File: src/common/ssp_ctl3_pkg.sv
// Summary of operation
// - Repeated Start: after SDA floats high, load generator, count down, release SCL.
// - SDA low once SCL reads high during Repeated Start means bus collision.
// - SDA high reloads the generator; SDA falling before expiry is no collision.
// - SCL falling before expiry while SDA not yet driven low is a collision.
// - Both high at expiry: drive SDA low, reload, then drive SCL low.
// - Acknowledge-time bit 7 sets on eighth SCL fall, clears on ninth rise.
// - Acknowledge-time bit works only while address or data hold is enabled.
// - Stop interrupt enable bit 6 gates the interrupt on a detected Stop.
// - Start interrupt enable bit 5 gates interrupt on Start or Repeated Start.
// - Start and stop enables do nothing in slave modes with built-in detection.
// - SPI slave with overwrite bit 4 set stores every byte, ignoring buffer-full.
// - SPI slave without overwrite: byte on full buffer sets overflow, buffer kept.
// - SPI slave with overwrite still sets overflow but stores the newest byte.
// - I2C master and SPI master modes ignore the overwrite enable bit.
// - I2C slave overwrite: update and acknowledge if buffer empty, else need no overflow.
// - SDA hold after SCL fall is 300 ns with bit 3 set, 100 ns clear.
// - I2C slave: SDA low on SCL rise while driving high sets collision, idles.
// - Address hold bit 1: clear clock release, hold SCL after matching address.
// - Data hold bit 0: clear clock release, hold SCL after received data byte.
`default_nettype none

package ssp_ctl3_pkg;

    // ==========================================================
    // Register indices and layout
    localparam logic [2:0] REG_CTL3 = 3'h0;
    localparam logic [2:0] REG_CTRL = 3'h1;
    localparam logic [2:0] REG_BAUD = 3'h2;
    localparam logic [2:0] REG_STAT = 3'h3;
    localparam logic [2:0] REG_BUF = 3'h4;

    localparam int CTL3_ACK_PHASE = 7;
    localparam int CTL3_STOP_IE = 6;
    localparam int CTL3_START_IE = 5;
    localparam int CTL3_BUFFER_OVERWRITE_ENABLE = 4;
    localparam int CTL3_SDA_HOLD_SELECT = 3;
    localparam int CTL3_SLAVE_COLLISION_ENABLE = 2;
    localparam int CTL3_ADDRESS_HOLD_ENABLE = 1;
    localparam int CTL3_DATA_HOLD_ENABLE = 0;

    localparam int CTRL_AUTO_SS = 2;
    localparam int CTRL_RS_GO = 3;

    localparam int STAT_BF = 0;
    localparam int STAT_OV = 1;
    localparam int STAT_CKP = 2;
    localparam int STAT_BCL = 3;
    localparam int STAT_RS_BUSY = 4;

    localparam logic [7:0] CTL3_RESET = 8'h00;
    localparam logic [7:0] BAUD_RESET = 8'h00;
    localparam logic [1:0] MODE_RESET = 2'h0;
    localparam logic CKP_RESET = 1'b1;

    // ==========================================================
    // Port modes
    typedef enum logic [1:0] {
        MODE_I2C_MASTER = 2'h0,
        MODE_I2C_SLAVE = 2'h1,
        MODE_SPI_MASTER = 2'h2,
        MODE_SPI_SLAVE = 2'h3
    } port_mode_t;

    // ==========================================================
    // Timing
    localparam int CLK_PERIOD_NS = 20;
    localparam int HOLD_LONG_NS = 300;
    localparam int HOLD_SHORT_NS = 100;
    localparam logic [4:0] HOLD_LONG_CYC = 5'((HOLD_LONG_NS + CLK_PERIOD_NS - 1) / CLK_PERIOD_NS);
    localparam logic [4:0] HOLD_SHORT_CYC = 5'((HOLD_SHORT_NS + CLK_PERIOD_NS - 1) / CLK_PERIOD_NS);
    localparam logic [3:0] BITS_PER_BYTE = 4'h8;

endpackage : ssp_ctl3_pkg

`default_nettype wire

File: src/hdl/serial_port_ctl3_rstart_collision.sv
`timescale 1ns/100ps
`default_nettype none

module serial_port_ctl3_rstart_collision
    import ssp_ctl3_pkg::*;
(
    input wire logic MCLK,
    input wire logic ARST_N,
    input wire logic [2:0] ADDR,
    input wire logic [7:0] WDATA,
    input wire logic WR,
    input wire logic RD,
    output logic [7:0] RDATA,
    input wire logic SCL_I,
    output logic SCL_O,
    output logic SCL_OE,
    input wire logic SDA_I,
    output logic SDA_O,
    output logic SDA_OE,
    input wire logic SPI_SCK,
    input wire logic SPI_SDI,
    output logic START_IRQ,
    output logic STOP_IRQ,
    output logic BUS_COLLISION
);

    // ==========================================================
    // Repeated Start sequencer states
    typedef enum logic [5:0] {
        RS_IDLE = 6'h01,
        RS_SDA_REL = 6'h02,
        RS_WAIT1 = 6'h04,
        RS_SCL_HI = 6'h08,
        RS_WAIT2 = 6'h10,
        RS_SDA_LOW = 6'h20
    } rs_state_t;

    // ==========================================================
    // Registers
    logic [7:0] ctl3;
    logic [1:0] mode;
    logic auto_ss;
    logic [7:0] baud_reload;
    logic [7:0] receive_buffer;
    logic buffer_full_flag;
    logic receive_overflow_flag;
    logic clock_release_bit;
    logic bus_collision_flag;
    logic ack_phase_flag;

    // Input synchronisers: {sdi, sck, sda, scl}
    logic [3:0] sync1;
    logic [3:0] sync2;
    logic [3:0] prev;

    // Repeated Start state
    rs_state_t rs_state;
    logic [7:0] baud_rate_generator;
    logic sda_oe_m;
    logic scl_oe_m;
    logic rs_coll;

    // I2C slave state
    logic sl_active;
    logic [3:0] bit_cnt;
    logic [7:0] shreg;
    logic is_addr;
    logic addressed;
    logic rw;
    logic [7:0] tx_shift;
    logic tx_bit;
    logic pend_oe;
    logic [4:0] hold_cnt;
    logic sda_oe_s;
    logic sl_coll;
    logic i2c_byte_evt;

    // SPI slave state
    logic [2:0] spi_cnt;
    logic [7:0] spi_shreg;

    // ==========================================================
    // Decoding
    wire scl = sync2[0];
    wire sda = sync2[1];
    wire scl_rise = sync2[0] & ~prev[0];
    wire scl_fall = ~sync2[0] & prev[0];
    wire sda_rise = sync2[1] & ~prev[1];
    wire sda_fall = ~sync2[1] & prev[1];
    wire sck_rise = sync2[2] & ~prev[2];
    wire is_i2c = (mode == MODE_I2C_MASTER) || (mode == MODE_I2C_SLAVE);
    wire i2c_master = (mode == MODE_I2C_MASTER);
    wire i2c_slave = (mode == MODE_I2C_SLAVE);
    wire spi_slave = (mode == MODE_SPI_SLAVE);
    wire wr_ctl3 = WR && (ADDR == REG_CTL3);
    wire wr_ctrl = WR && (ADDR == REG_CTRL);
    wire wr_baud = WR && (ADDR == REG_BAUD);
    wire wr_stat = WR && (ADDR == REG_STAT);
    wire rd_buf = RD && (ADDR == REG_BUF);
    wire rs_go = wr_ctrl && WDATA[CTRL_RS_GO] && i2c_master;
    wire start_det = sda_fall && scl && prev[0];
    wire stop_det = sda_rise && scl && prev[0];
    wire hold_en = ctl3[CTL3_ADDRESS_HOLD_ENABLE] | ctl3[CTL3_DATA_HOLD_ENABLE];
    wire addr_match = (shreg[7:1] == baud_reload[7:1]);
    wire tx_mode = addressed && rw && !is_addr;
    wire byte_done8 = (bit_cnt == BITS_PER_BYTE);
    wire rx_byte_ok = is_addr ? addr_match : (addressed && !rw);
    // Overwrite only matters in slave modes; master modes never reach here
    wire i2c_upd = ctl3[CTL3_BUFFER_OVERWRITE_ENABLE] ? !buffer_full_flag
                                   : (!buffer_full_flag && !receive_overflow_flag);
    wire spi_byte_evt = spi_slave && sck_rise && (spi_cnt == 3'h7);
    wire spi_upd = ctl3[CTL3_BUFFER_OVERWRITE_ENABLE] || !buffer_full_flag;
    wire [7:0] spi_byte = {spi_shreg[6:0], sync2[3]};
    wire ss_irq_ok = is_i2c && !(i2c_slave && auto_ss);
    wire [4:0] hold_cycles = ctl3[CTL3_SDA_HOLD_SELECT] ? HOLD_LONG_CYC : HOLD_SHORT_CYC;
    wire slave_hold = i2c_slave && !clock_release_bit;
    wire next_scl_oe = i2c_master ? scl_oe_m : slave_hold;
    wire next_sda_oe = i2c_master ? sda_oe_m : (i2c_slave && sda_oe_s);
    wire [7:0] stat_rd = {3'h0, (rs_state != RS_IDLE), bus_collision_flag, clock_release_bit,
                          receive_overflow_flag, buffer_full_flag};
    wire [7:0] ctl3_rd = {ack_phase_flag & hold_en, ctl3[6:0]};
    wire [7:0] next_rdata = (ADDR == REG_CTL3) ? ctl3_rd :
                            (ADDR == REG_CTRL) ? {5'h00, auto_ss, mode} :
                            (ADDR == REG_BAUD) ? baud_reload :
                            (ADDR == REG_STAT) ? stat_rd :
                            (ADDR == REG_BUF) ? receive_buffer : 8'h00;

    // ==========================================================
    // Pin synchronisers, two stages then an edge register
    always_ff @(posedge MCLK or negedge ARST_N) begin
        if (!ARST_N) begin
            sync1 <= 4'hF;
            sync2 <= 4'hF;
            prev <= 4'hF;
        end else begin
            sync1 <= {SPI_SDI, SPI_SCK, SDA_I, SCL_I};
            sync2 <= sync1;
            prev <= sync2;
        end
    end

    // ==========================================================
    // Software control registers
    always_ff @(posedge MCLK or negedge ARST_N) begin
        if (!ARST_N) begin
            ctl3 <= CTL3_RESET;
            mode <= MODE_RESET;
            auto_ss <= 1'b0;
            baud_reload <= BAUD_RESET;
        end else begin
            if (wr_ctl3) begin
                ctl3 <= {1'b0, WDATA[6:0]}; // Bit 7 is status only
            end
            if (wr_ctrl) begin
                mode <= WDATA[1:0];
                auto_ss <= WDATA[CTRL_AUTO_SS];
            end
            if (wr_baud) begin
                baud_reload <= WDATA;
            end
        end
    end

    // ==========================================================
    // Repeated Start sequencer with collision checks
    always_ff @(posedge MCLK or negedge ARST_N) begin
        if (!ARST_N) begin
            rs_state <= RS_IDLE;
            baud_rate_generator <= 8'h00;
            sda_oe_m <= 1'b0;
            scl_oe_m <= 1'b0;
            rs_coll <= 1'b0;
        end else begin
            rs_coll <= 1'b0;
            unique case (rs_state)
                RS_IDLE: begin
                    if (rs_go) begin
                        sda_oe_m <= 1'b0; // Release SDA, keep SCL low
                        scl_oe_m <= 1'b1;
                        rs_state <= RS_SDA_REL;
                    end
                end
                RS_SDA_REL: begin
                    if (sda) begin
                        baud_rate_generator <= baud_reload;
                        rs_state <= RS_WAIT1;
                    end
                end
                RS_WAIT1: begin
                    if (baud_rate_generator == 8'h00) begin
                        scl_oe_m <= 1'b0;
                        rs_state <= RS_SCL_HI;
                    end else begin
                        baud_rate_generator <= baud_rate_generator - 8'h01;
                    end
                end
                RS_SCL_HI: begin
                    if (scl && !sda) begin
                        rs_coll <= 1'b1;
                        sda_oe_m <= 1'b0;
                        scl_oe_m <= 1'b0;
                        rs_state <= RS_IDLE;
                    end else if (scl) begin
                        baud_rate_generator <= baud_reload;
                        rs_state <= RS_WAIT2;
                    end
                end
                RS_WAIT2: begin
                    // SDA falling here is another master's start, not a collision
                    if (scl_fall && !sda_oe_m) begin
                        rs_coll <= 1'b1;
                        sda_oe_m <= 1'b0;
                        scl_oe_m <= 1'b0;
                        rs_state <= RS_IDLE;
                    end else if (baud_rate_generator == 8'h00) begin
                        sda_oe_m <= 1'b1;
                        baud_rate_generator <= baud_reload;
                        rs_state <= RS_SDA_LOW;
                    end else begin
                        baud_rate_generator <= baud_rate_generator - 8'h01;
                    end
                end
                RS_SDA_LOW: begin
                    if (baud_rate_generator == 8'h00) begin
                        scl_oe_m <= 1'b1;
                        rs_state <= RS_IDLE;
                    end else begin
                        baud_rate_generator <= baud_rate_generator - 8'h01;
                    end
                end
                default: begin
                    rs_state <= RS_IDLE;
                end
            endcase
        end
    end

    // ==========================================================
    // I2C slave receive/transmit engine
    always_ff @(posedge MCLK or negedge ARST_N) begin
        if (!ARST_N) begin
            sl_active <= 1'b0;
            bit_cnt <= 4'h0;
            shreg <= 8'h00;
            is_addr <= 1'b0;
            addressed <= 1'b0;
            rw <= 1'b0;
            tx_shift <= 8'h00;
            tx_bit <= 1'b1;
            pend_oe <= 1'b0;
            hold_cnt <= 5'h00;
            sda_oe_s <= 1'b0;
            sl_coll <= 1'b0;
            ack_phase_flag <= 1'b0;
            i2c_byte_evt <= 1'b0;
        end else begin
            sl_coll <= 1'b0;
            i2c_byte_evt <= 1'b0;
            if (hold_cnt != 5'h00) begin
                hold_cnt <= hold_cnt - 5'h01;
                if (hold_cnt == 5'h01) begin
                    sda_oe_s <= pend_oe;
                end
            end
            if (!i2c_slave || stop_det) begin
                sl_active <= 1'b0;
                sda_oe_s <= 1'b0;
                addressed <= 1'b0;
                ack_phase_flag <= 1'b0;
            end else if (start_det) begin
                sl_active <= 1'b1;
                bit_cnt <= 4'h0;
                is_addr <= 1'b1;
                addressed <= 1'b0;
                ack_phase_flag <= 1'b0;
            end else if (sl_active && scl_rise) begin
                if (tx_mode && !byte_done8 && tx_bit && !sda && ctl3[CTL3_SLAVE_COLLISION_ENABLE]) begin
                    sl_coll <= 1'b1;
                    sl_active <= 1'b0;
                    sda_oe_s <= 1'b0;
                    hold_cnt <= 5'h00;
                    addressed <= 1'b0;
                end else if (byte_done8) begin
                    ack_phase_flag <= 1'b0;
                    bit_cnt <= 4'h0;
                    is_addr <= 1'b0;
                end else begin
                    shreg <= {shreg[6:0], sda};
                    bit_cnt <= bit_cnt + 4'h1;
                end
            end else if (sl_active && scl_fall) begin
                hold_cnt <= hold_cycles;
                if (byte_done8) begin
                    ack_phase_flag <= hold_en;
                    pend_oe <= 1'b0;
                    if (rx_byte_ok && !(tx_mode)) begin
                        i2c_byte_evt <= 1'b1;
                        pend_oe <= i2c_upd;
                    end
                    if (is_addr) begin
                        addressed <= addr_match;
                        rw <= shreg[0];
                        tx_shift <= receive_buffer;
                    end
                end else if (tx_mode) begin
                    pend_oe <= !tx_shift[7];
                    tx_bit <= tx_shift[7];
                    tx_shift <= {tx_shift[6:0], 1'b0};
                end else begin
                    pend_oe <= 1'b0;
                    tx_bit <= 1'b1;
                end
            end
        end
    end

    // ==========================================================
    // SPI slave shifter
    always_ff @(posedge MCLK or negedge ARST_N) begin
        if (!ARST_N) begin
            spi_cnt <= 3'h0;
            spi_shreg <= 8'h00;
        end else if (!spi_slave) begin
            spi_cnt <= 3'h0;
        end else if (sck_rise) begin
            spi_shreg <= spi_byte;
            spi_cnt <= spi_cnt + 3'h1;
        end
    end

    // ==========================================================
    // Receive buffer, buffer-full and overflow; hardware set wins over clear
    always_ff @(posedge MCLK or negedge ARST_N) begin
        if (!ARST_N) begin
            receive_buffer <= 8'h00;
            buffer_full_flag <= 1'b0;
            receive_overflow_flag <= 1'b0;
        end else begin
            if (rd_buf) begin
                buffer_full_flag <= 1'b0;
            end
            if (wr_stat && WDATA[STAT_OV]) begin
                receive_overflow_flag <= 1'b0;
            end
            if (spi_byte_evt) begin
                if (buffer_full_flag) begin
                    receive_overflow_flag <= 1'b1;
                end
                if (spi_upd) begin
                    receive_buffer <= spi_byte;
                    buffer_full_flag <= 1'b1;
                end
            end else if (i2c_byte_evt) begin
                if (buffer_full_flag) begin
                    receive_overflow_flag <= 1'b1;
                end
                if (pend_oe) begin
                    receive_buffer <= shreg;
                    buffer_full_flag <= 1'b1;
                end
            end
        end
    end

    // ==========================================================
    // Clock release bit and collision flag
    always_ff @(posedge MCLK or negedge ARST_N) begin
        if (!ARST_N) begin
            clock_release_bit <= CKP_RESET;
            bus_collision_flag <= 1'b0;
        end else begin
            if (i2c_byte_evt && !is_addr && ctl3[CTL3_DATA_HOLD_ENABLE]) begin
                clock_release_bit <= 1'b0;
            end else if (i2c_byte_evt && is_addr && ctl3[CTL3_ADDRESS_HOLD_ENABLE]) begin
                clock_release_bit <= 1'b0;
            end else if (wr_stat) begin
                clock_release_bit <= WDATA[STAT_CKP];
            end
            if (rs_coll || sl_coll) begin
                bus_collision_flag <= 1'b1;
            end else if (wr_stat && WDATA[STAT_BCL]) begin
                bus_collision_flag <= 1'b0;
            end
        end
    end

    // ==========================================================
    // Registered outputs
    always_ff @(posedge MCLK or negedge ARST_N) begin
        if (!ARST_N) begin
            RDATA <= 8'h00;
            SCL_O <= 1'b0;
            SDA_O <= 1'b0;
            SCL_OE <= 1'b0;
            SDA_OE <= 1'b0;
            START_IRQ <= 1'b0;
            STOP_IRQ <= 1'b0;
            BUS_COLLISION <= 1'b0;
        end else begin
            RDATA <= RD ? next_rdata : 8'h00;
            SCL_O <= 1'b0; // Open drain: only ever pulls low
            SDA_O <= 1'b0;
            SCL_OE <= next_scl_oe;
            SDA_OE <= next_sda_oe;
            START_IRQ <= start_det && ss_irq_ok && ctl3[CTL3_START_IE];
            STOP_IRQ <= stop_det && ss_irq_ok && ctl3[CTL3_STOP_IE];
            BUS_COLLISION <= bus_collision_flag;
        end
    end

endmodule : serial_port_ctl3_rstart_collision

`default_nettype wire
File: config.mk
export PLATFORM = sky130hd
export DESIGN_NAME = serial_port_ctl3_rstart_collision
export DESIGN_NICKNAME = d
export VERILOG_FILES = /design/src/common/ssp_ctl3_pkg.sv /design/src/hdl/serial_port_ctl3_rstart_collision.sv
export SDC_FILE = /design/constraint.sdc
export NUM_CORES = 1
export LEC_CHECK = 0
export ABC_CLOCK_PERIOD_IN_PS = 2700
export BUFFER_PORTS_ARGS = -buffer_cell sky130_fd_sc_hd__buf_2
export CAP_MARGIN = 10
export CORE_MARGIN = 1.5
export CORE_UTILIZATION = 53
export CTS_CLUSTER_DIAMETER = 200
export DETAILED_ROUTE_END_ITERATION = 10
export GPL_ROUTABILITY_DRIVEN = 0
export PLACE_DENSITY = 0.8
export SETUP_SLACK_MARGIN = 0.15
export SKIP_LAST_GASP = 1
export SYNTH_ARGS = -nofsm -noshare
export SYNTH_HDL_FRONTEND = slang
export SYNTH_SLANG_ARGS = --single-unit
File: constraint.sdc
create_clock -name MCLK -period 2.7 [get_ports MCLK]
set_input_delay 0.27 -clock MCLK [delete_from_list [all_inputs] [get_ports MCLK]]
set_output_delay 0.27 -clock MCLK [all_outputs]
set_load 0.02 [all_outputs]
==> results.json, run 1 <==
{
  "outcome": "completed",
  "viasPerCell": 5.96,
  "yosysUniqueCellTypes": 78,
  "wl_met3_um": 753,
  "hpwlAfterDp_mm": 9.60,
  "met2_length_mm": 6.47,
  "yosysWarningCount": 0,
  "syn_area_mm2": 0.00584,
  "diodes": 0,
  "die_w_um": 108,
  "cts_buffer_depth": 2,
  "setup_slack_ns": 0.347,
  "rrSetupSlack_ns": 0.35,
  "period_share_pct": 87.2,
  "rsz0062_at_grt": "no",
  "setup_violations": 0,
  "cp_slowest_stage_delay_ns": 0.71,
  "max_slew_margin_pct": 34.3,
  "grt_pass1_wl_mm": 22.8,
  "post-place-ws_ns": 0.366,
  "swShare_pct": 32.1,
  "drive_above_1_share_pct": 26.3,
  "synth.ff_latch_count": 116,
  "fmax_ghz": 0.425,
  "fin_crit_ns": 2.35,
  "drc": 0,
  "cts_made_buffers": 17,
  "crit_path_end_kind": "flip-flop",
  "clkPwrFrac_pct": 37.0,
  "grt_overflow": 0,
  "p_leak_nw": 3.10,
  "synth_edf_count": 0,
  "criticalPathCategory": "reg2reg",
  "antenna_found_initial": 0,
  "vias": 4375,
  "grt.total_usage_pct": 25.9,
  "path_cells": "nand2b_4, or3_1, nor4_4, mux2_2",
  "fin_skew_ns": 0.00817,
  "async_flop_share_pct": 100,
  "yosys-top-cells-count": "dfrtp_1, nand2_1, mux2_2, nor2_1, o21ai_0",
  "final.fill_count": 820,
  "cts_setup_buffers": 0,
  "cp-start-kind": "flip-flop",
  "clk_pin_slew_ns": 0.06,
  "start_util_pct": 54.1,
  "register_area_mm2": 0.00292,
  "first_pass_iters": 7,
  "power.density_mw_per_mm2": 849,
  "ys.flop_type": "dfrtp_1",
  "required_ns": 3.11,
  "met1_length_mm": 6.00,
  "top_layer": "met4",
  "synthCells": 536,
  "ctsHtreeMaxLevel": 4,
  "clock_latency_ns": 0.52,
  "ant_nets": 0,
  "hp-class": "in2reg",
  "p_sw_mw": 1.85,
  "num_io_pins": 34,
  "synth_top_area_share_pct": 43.7,
  "multi_input_area_mm2": 0.00272,
  "internal_power_mw": 3.90,
  "clockRootBuffer": "clkbuf_8",
  "grt_max_degree": 53,
  "hold_viol_final": 0,
  "slowest_stage": "nor4_4",
  "cp_max_fo": 10,
  "avgSynthCellArea_um2": 10.9,
  "peakVddDrop_uv": 479,
  "rows": 38,
  "wl_per_cell_um": 18.5,
  "tns_ns": 0,
  "fp.dieH_um": 108,
  "max_slew.worst_pin.slew_ns": 0.976,
  "power_frac_seq_pct": 41.0,
  "grt_pass1_vias": 4452,
  "cts_tree": "built",
  "synthTopCellsByArea": "dfrtp_1, mux2_2, dfstp_2",
  "drt-total-wl_mm": 13.6,
  "final_nets": 609,
  "synth.most_common_cell": "dfrtp_1",
  "drt-initial-drc-count": 416,
  "hold-worst-slack_ns": 0.0399,
  "max-cap-violations": 0,
  "core_area_mm2": 0.0108,
  "cts_sinks": 116,
  "port_buffers": 31,
  "cp.arrival_ns": 2.76,
  "p_comb_share_pct": 22.0,
  "seq_area_frac_synth_pct": 50.0,
  "die-area_mm2": 0.0117,
  "synthToLayoutAreaGrowth_pct": 16.1,
  "slew_violations": 0,
  "yosysTopAreaCell": "dfrtp_1"
}
flip-flops by register name, indices dropped and copies added, names as in the netlist, 2 cells and up:
register,flops
RDATA,8
baud_rate_generator,8
baud_reload,8
bit_cnt,4
ctl3,7
hold_cnt,5
mode,2
prev,3
receive_buffer,8
rs_state,6
shreg,8
spi_cnt,3
spi_shreg,7
sync1,4
sync2,4
tx_shift,8
per-layer routing:
metal  vias to the layer above  GRT usage (%)
li1                       2019              -
met1                      2172           35.3
met2                       152           39.3
met3                        32           6.63
met4                         0           11.2
met5                         -              0
cell usage in the layout (no fill, tap or decap), drive strengths merged, types with 8 or more instances in the layout:
cell           n
nor2          45
nand2         59
a21oi         18
o21ai         18
nand2b        11
ha             9
mux2          47
dlygate4sd3   10
o22ai          8
nor3          15
xor2          14
clkbuf        19
inv           16
dfstp         14
buf           41
mux2i         15
a31oi         12
dfrtp        102
power groups by stage:
stage | Clock, mW | Sequential, mW | Combinational, mW
3_5_place_dp | 0 | 2.37 | 1.22
3_3_place_gp | 0 | 2.35 | 1.16
4_1_cts | 2.17 | 2.35 | 1.25
6_report | 2.13 | 2.36 | 1.26
2_1_floorplan | 0 | 2.24 | 1.01
5_1_grt | 2.24 | 2.39 | 1.39
final cells by class:
| type | instances | area share, % |
|---|---|---|
| flip-flops and latches | 116 | 43.1 |
| well taps | 140 | 2.58 |
| multi-input cells | 380 | 40.1 |
| clock buffers | 19 | 6.37 |
| clock inverters | 13 | 1.98 |
| repair buffers | 51 | 5.10 |
| inverters | 15 | 0.831 |
what timing repair did:
action	CTS	global route
setup endpoints to repair	0	7
endpoints found under the hold margin	47	0
hold buffers	10	0
resized for setup	0	1
worst max-delay path: cells and delay by family, from the launching register on:
| kind | cells | cell delay (ns) |
|---|---|---|
| AND/OR/NAND/NOR | 3 | 1.27 |
| multiplexers | 1 | 0.41 |
| flip-flops | 1 | 0.55 |
through the flow:
stage | total power, mW | cells | util (%) | cell area, µm²
6_report | 5.75 | 734 | 62.8 | 6780
5_1_grt | 6.03 | 734 | 62.8 | 6780
4_1_cts | 5.77 | 734 | 62.8 | 6780
3_5_place_dp | 3.59 | 692 | 56.6 | 6110
3_3_place_gp | 3.51 | 692 | 56.6 | 6110
2_1_floorplan | 3.24 | 537 | - | 5840
final timing paths:
kind | startpoint | end | depth (start not counted)
setup / recovery | mode[0] | shreg[1] | 4
hold / removal | WDATA[0] | mode[0] | 2
setup reg to reg | mode[0] | shreg[1] | 4
hold reg to reg | sync1[3] | sync2[3] | 0
max in group asynchronous | ARST_N | sync1[1] | 3
min in group asynchronous | ARST_N | baud_rate_generator[7] | 2
cells by family (layout without fill, tap and decap cells):
group,after synthesis,in the layout,share of synthesized area [%]
buffers and inverters,41,98,3.52
AND/OR/NAND/NOR,184,184,16.8
adder cells (fa/ha/maj),9,9,1.93
XOR/XNOR,17,17,2.55
AO/OA/AOI/OAI,104,104,12.4
flip-flops,116,116,50.0
multiplexers,64,64,12.7
other,1,2,0.0642
(Power assumes the default switching activity.)
==> inputs of run 2 (changes only) <==
- CORE_UTILIZATION: 53 -> 59
==> results.json, run 2 (same netlist as run 1, synthesis figures left out) <==
{
  "path_cells": "nand2b_4, or3_1, nor4_4, mux2_2",
  "required_ns": 3.10,
  "cp-start-kind": "flip-flop",
  "drc": 0,
  "cp_max_fo": 10,
  "hpwlAfterDp_mm": 9.23,
  "drive_above_1_share_pct": 25.7,
  "final_cell_mix": "dfrtp_1, nand2_1, mux2_2, nor2_1, buf_2",
  "criticalPathCategory": "reg2reg",
  "crit_path_end_kind": "flip-flop",
  "max_slew_margin_pct": 36.3,
  "core_area_mm2": 0.00968,
  "max_slew.worst_pin.slew_ns": 0.947,
  "port_buffers": 31,
  "holdPathEnd": "RDATA[4]",
  "rrSetupSlack_ns": 0.20,
  "grt_pass1_wl_mm": 22.3,
  "hold_viol_final": 0,
  "tns_ns": 0,
  "reg2reg_from": "mode[0]",
  "first_pass_iters": 5,
  "rows": 36,
  "final_common_cell": "dfrtp_1",
  "fin_crit_ns": 2.50,
  "power.density_mw_per_mm2": 871,
  "vias": 4423,
  "setup_violations": 0,
  "grt.total_usage_pct": 28.5,
  "cp.arrival_ns": 2.90,
  "drt-initial-drc-count": 372,
  "die_w_um": 102,
  "fin_skew_ns": 0.00788,
  "ant_nets": 0,
  "cts_tree": "built",
  "drt-total-wl_mm": 13.7,
  "cp_slowest_stage_delay_ns": 0.80,
  "fp.dieH_um": 102,
  "slew_violations": 0,
  "final_nets": 607,
  "rsz0062_at_grt": "no",
  "outcome": "completed",
  "wl_per_cell_um": 19.0,
  "antenna_found_initial": 0,
  "peakVddDrop_uv": 377,
  "cts_made_buffers": 17,
  "hp-class": "in2reg",
  "fmax_ghz": 0.399,
  "worst_hold_path.num_cells": 2,
  "grt_pass1_vias": 4423,
  "worst-path-buf-inv": 0,
  "num_io_pins": 34,
  "viasPerCell": 6.11,
  "grt_overflow": 0,
  "max-cap-violations": 0,
  "slowest_stage": "nor4_4",
  "hp-start": "RD",
  "synthToLayoutAreaGrowth_pct": 16.4,
  "critPathTopFamily": "simple AND/OR/NAND/NOR gates",
  "ctsHtreeMaxLevel": 4,
  "p_leak_nw": 3.10,
  "timing.rr.end": "shreg[6]",
  "clockRootBuffer": "clkbuf_8",
  "grt_max_degree": 117,
  "die-area_mm2": 0.0105,
  "cts_sinks": 116,
  "r2r_cells": 4,
  "hold-worst-slack_ns": 0.0228,
  "start_util_pct": 60.3,
  "clk_pin_slew_ns": 0.06,
  "cts_buffer_depth": 2,
  "clock_latency_ns": 0.52,
  "cts_resized": 0,
  "diodes": 0,
  "period_share_pct": 92.8
}
[run 2: cell types whose count changed in the layout (fill, tap and decap cells not counted), moves of 2 or more]
| cell | previous run | this run |
|---|---|---|
| clkinv_4 | 2 | 0 |
| clkinv_2 | 5 | 2 |
| clkbuf_1 | 1 | 3 |
| bufinv_16 | 2 | 4 |
[run 2: metrics by stage]
| stage | instance area, µm² | power, mW | instances | worst slack [ns] | utilization (%) |
|---|---|---|---|---|---|
| after floorplan | 5840 | 3.24 | 537 | 0.501 | - |
| after global placement | 6100 | 3.51 | 684 | 0.451 | 62.9 |
| after detailed placement | 6100 | 3.59 | 684 | 0.320 | 62.9 |
| after CTS | 6790 | 5.92 | 724 | 0.240 | 70.1 |
| after global routing | 6790 | 6.20 | 724 | 0.152 | 70.1 |
| final | 6790 | 5.92 | 724 | 0.195 | 70.1 |
[run 2: timing repair]
| item | 4_1_cts | 5_1_grt |
|---|---|---|
| setup buffers | 0 | 0 |
| hold buffers | 9 | 0 |
| endpoints found under the hold margin | 112 | 0 |
[run 2: worst reg2reg max path, delay by kind of cell (launching register included)]
kind	cells	cell delay, ns
simple gates	3	1.37
flops	1	0.57
mux	1	0.44
[run 2: routing by layer]
layer / GRT usage (%) / routed length [µm] / part of all wire (%) / vias to the layer above
met4: 13.2 / 342 / 2.5 / 0
met5: 0 / 0 / 0 / -
met2: 45.3 / 6760 / 49 / 181
met3: 6.77 / 786 / 5.7 / 28
met1: 37.2 / 5860 / 43 / 2216
li1: - / - / - / 1998
[run 2: worst max path at each step]
| stage | startpoint | to | slack, ns | depth (start not counted) |
|---|---|---|---|---|
| 2_1_floorplan | rs_state[2] | baud_rate_generator[3] | 0.50 | 7 |
| 3_3_place_gp | mode[0] | shreg[7] | 0.45 | 4 |
| 3_5_place_dp | mode[0] | shreg[6] | 0.32 | 4 |
| 4_1_cts | mode[0] | shreg[6] | 0.24 | 4 |
| 5_1_grt | mode[0] | shreg[6] | 0.15 | 4 |
| 6_report | mode[0] | shreg[6] | 0.20 | 4 |
[run 2: cell type report]
class	instances	area (µm²)
clock buffer	22	453
sequential	116	2920
timing repair buffer	49	328
fill	698	2890
tap	133	166
clock inverter	9	153
inverter	15	56.3
multi-input combinational	380	2720
[run 2: where the power goes]
group | leakage, nW | switching (mW) | internal (mW) | total (mW)
logic | 1.32 | 0.696 | 0.558 | 1.25
clock network | 0.287 | 0.768 | 1.54 | 2.31
registers | 1.49 | 0.340 | 2.02 | 2.36
==> inputs of run 3 (changes only) <==
- CORE_MARGIN: 1.5 -> default
- PLACE_DENSITY: 0.8 -> 0.85
==> results.json, run 3 (same netlist as run 1, synthesis figures left out) <==
{
  "outcome": "completed",
  "register_area_mm2": 0.00292,
  "diodes": 0,
  "power.density_mw_per_mm2": 866,
  "drt-initial-drc-count": 356,
  "final_common_cell": "dfrtp_1",
  "cp_max_fo": 10,
  "cts_sinks": 116,
  "hpwlAfterDp_mm": 9.49,
  "vias": 4448,
  "slew_violations": 0,
  "post-layout-total-power_mw": 5.88,
  "cts_made_buffers": 17,
  "p_sw_mw": 1.85,
  "max_slew.worst_pin.slew_ns": 1.03,
  "ant_nets": 0,
  "port_buffers": 31,
  "final_nets": 607,
  "max-cap-violations": 0,
  "period_share_pct": 88.9,
  "fmax_ghz": 0.417,
  "first_pass_iters": 8,
  "rsz0062_at_grt": "no",
  "placed_area_mm2": 0.00609,
  "drc": 0,
  "start_util_pct": 62.0,
  "p_comb_share_pct": 21.5,
  "worst_hold_path.num_cells": 2,
  "slowest_stage": "nor4_4",
  "multi_input_area_mm2": 0.00272,
  "drive_above_1_share_pct": 26.0,
  "rows": 35,
  "cp_slowest_stage_delay_ns": 0.61,
  "r2r_cells": 7,
  "fin_crit_ns": 2.40,
  "clock_latency_ns": 0.52,
  "critPathTopFamily": "simple AND/OR/NAND/NOR gates",
  "required_ns": 3.10,
  "hold_viol_final": 0,
  "grt_pass1_vias": 4496,
  "die-area_mm2": 0.0103,
  "crit_cells": 7,
  "criticalPathCategory": "reg2reg",
  "worst-path-buf-inv": 2,
  "drt-total-wl_mm": 13.7,
  "max_slew_margin_pct": 30.9,
  "hp-class": "in2reg",
  "num_io_pins": 34,
  "ctsHtreeMaxLevel": 4,
  "path_cells": "inv_1, ha_1, and3b_1, nor4_1, buf_4, nor4_4, mux2_2",
  "synthToLayoutAreaGrowth_pct": 16.2,
  "antenna_found_initial": 0,
  "clockRootBuffer": "clkbuf_8",
  "wl_per_cell_um": 19.0,
  "swShare_pct": 31.4,
  "core_area_mm2": 0.00942,
  "peakVddDrop_uv": 521,
  "cts_buffer_depth": 2,
  "viasPerCell": 6.17,
  "power_frac_seq_pct": 40.1,
  "final_cell_mix": "dfrtp_1, nand2_1, mux2_2, nor2_1, buf_2",
  "final.fill_count": 639,
  "clkPwrFrac_pct": 38.4,
  "stdcell_count": 721,
  "grt_max_degree": 59,
  "die_w_um": 101,
  "grt.total_usage_pct": 29.8,
  "p_leak_nw": 3.10,
  "grt_pass1_wl_mm": 22.6,
  "tns_ns": 0,
  "internal_power_mw": 4.03,
  "cp.arrival_ns": 2.80,
  "cts_resized": 0,
  "fin_area_mm2": 0.00678,
  "dp.cells": 680,
  "utilization_pct": 72.0,
  "setup_violations": 0,
  "cp-start-kind": "flip-flop",
  "cts_tree": "built",
  "crit_path_end_kind": "flip-flop",
  "clk_pin_slew_ns": 0.06,
  "fin_skew_ns": 0.00954,
  "grt_overflow": 0,
  "fp.dieH_um": 101
}
[run 3: routing by layer]
layer	wire length [µm]	global-route usage, %
met5	0	0
met4	504	15.4
met3	827	7.52
met2	6620	48.1
met1	5730	37.4
[run 3: cell type report]
cell class / count / share of cell area, %
Sequential cell: 116 / 43.1
Tap cell: 129 / 2.38
Timing Repair Buffer: 49 / 4.83
Inverter: 15 / 0.830
Clock inverter: 11 / 2.23
Clock buffer: 21 / 6.62
Multi-Input combinational cell: 380 / 40.0
[run 3: worst reg2reg max path, stage by stage (launching register included)]
cell,delay (ns)
dfrtp_1,0.39
inv_1,0.10
ha_1,0.19
and3b_1,0.32
nor4_1,0.10
buf_4,0.17
nor4_4,0.61
mux2_2,0.42
[run 3: power by group through the flow]
stage	combinational, mW	sequential (mW)	clock [mW]
floorplan	1.01	2.24	0
global placement	1.16	2.35	0
detailed placement	1.21	2.37	0
CTS	1.25	2.34	2.27
global route	1.39	2.39	2.35
finish	1.26	2.36	2.26
[run 3: worst paths after layout]
kind,from,endpoint,slack (ns)
min in group asynchronous,ARST_N,baud_reload[5],0.31
max in group asynchronous,ARST_N,sync1[0],1.61
hold reg to reg,sync1[1],sync2[1],0.35
hold / removal,RD,RDATA[4],0.03
setup / recovery,bit_cnt[0],shreg[3],0.30
setup reg to reg,bit_cnt[0],shreg[3],0.30
[run 3: repair_timing]
item	4_1_cts	5_1_grt
buffers inserted	0	0
hold buffers	9	0
endpoints found under the hold margin	51	0
[run 3: metrics by stage]
step | setup WS [ns] | hold WS, ns
6_report | 0.300 | 0.0284
5_1_grt | 0.157 | 0.0200
4_1_cts | 0.314 | 0.0123
3_5_place_dp | 0.351 | 0.330
3_3_place_gp | 0.441 | 0.319
2_1_floorplan | 0.501 | -0.0256
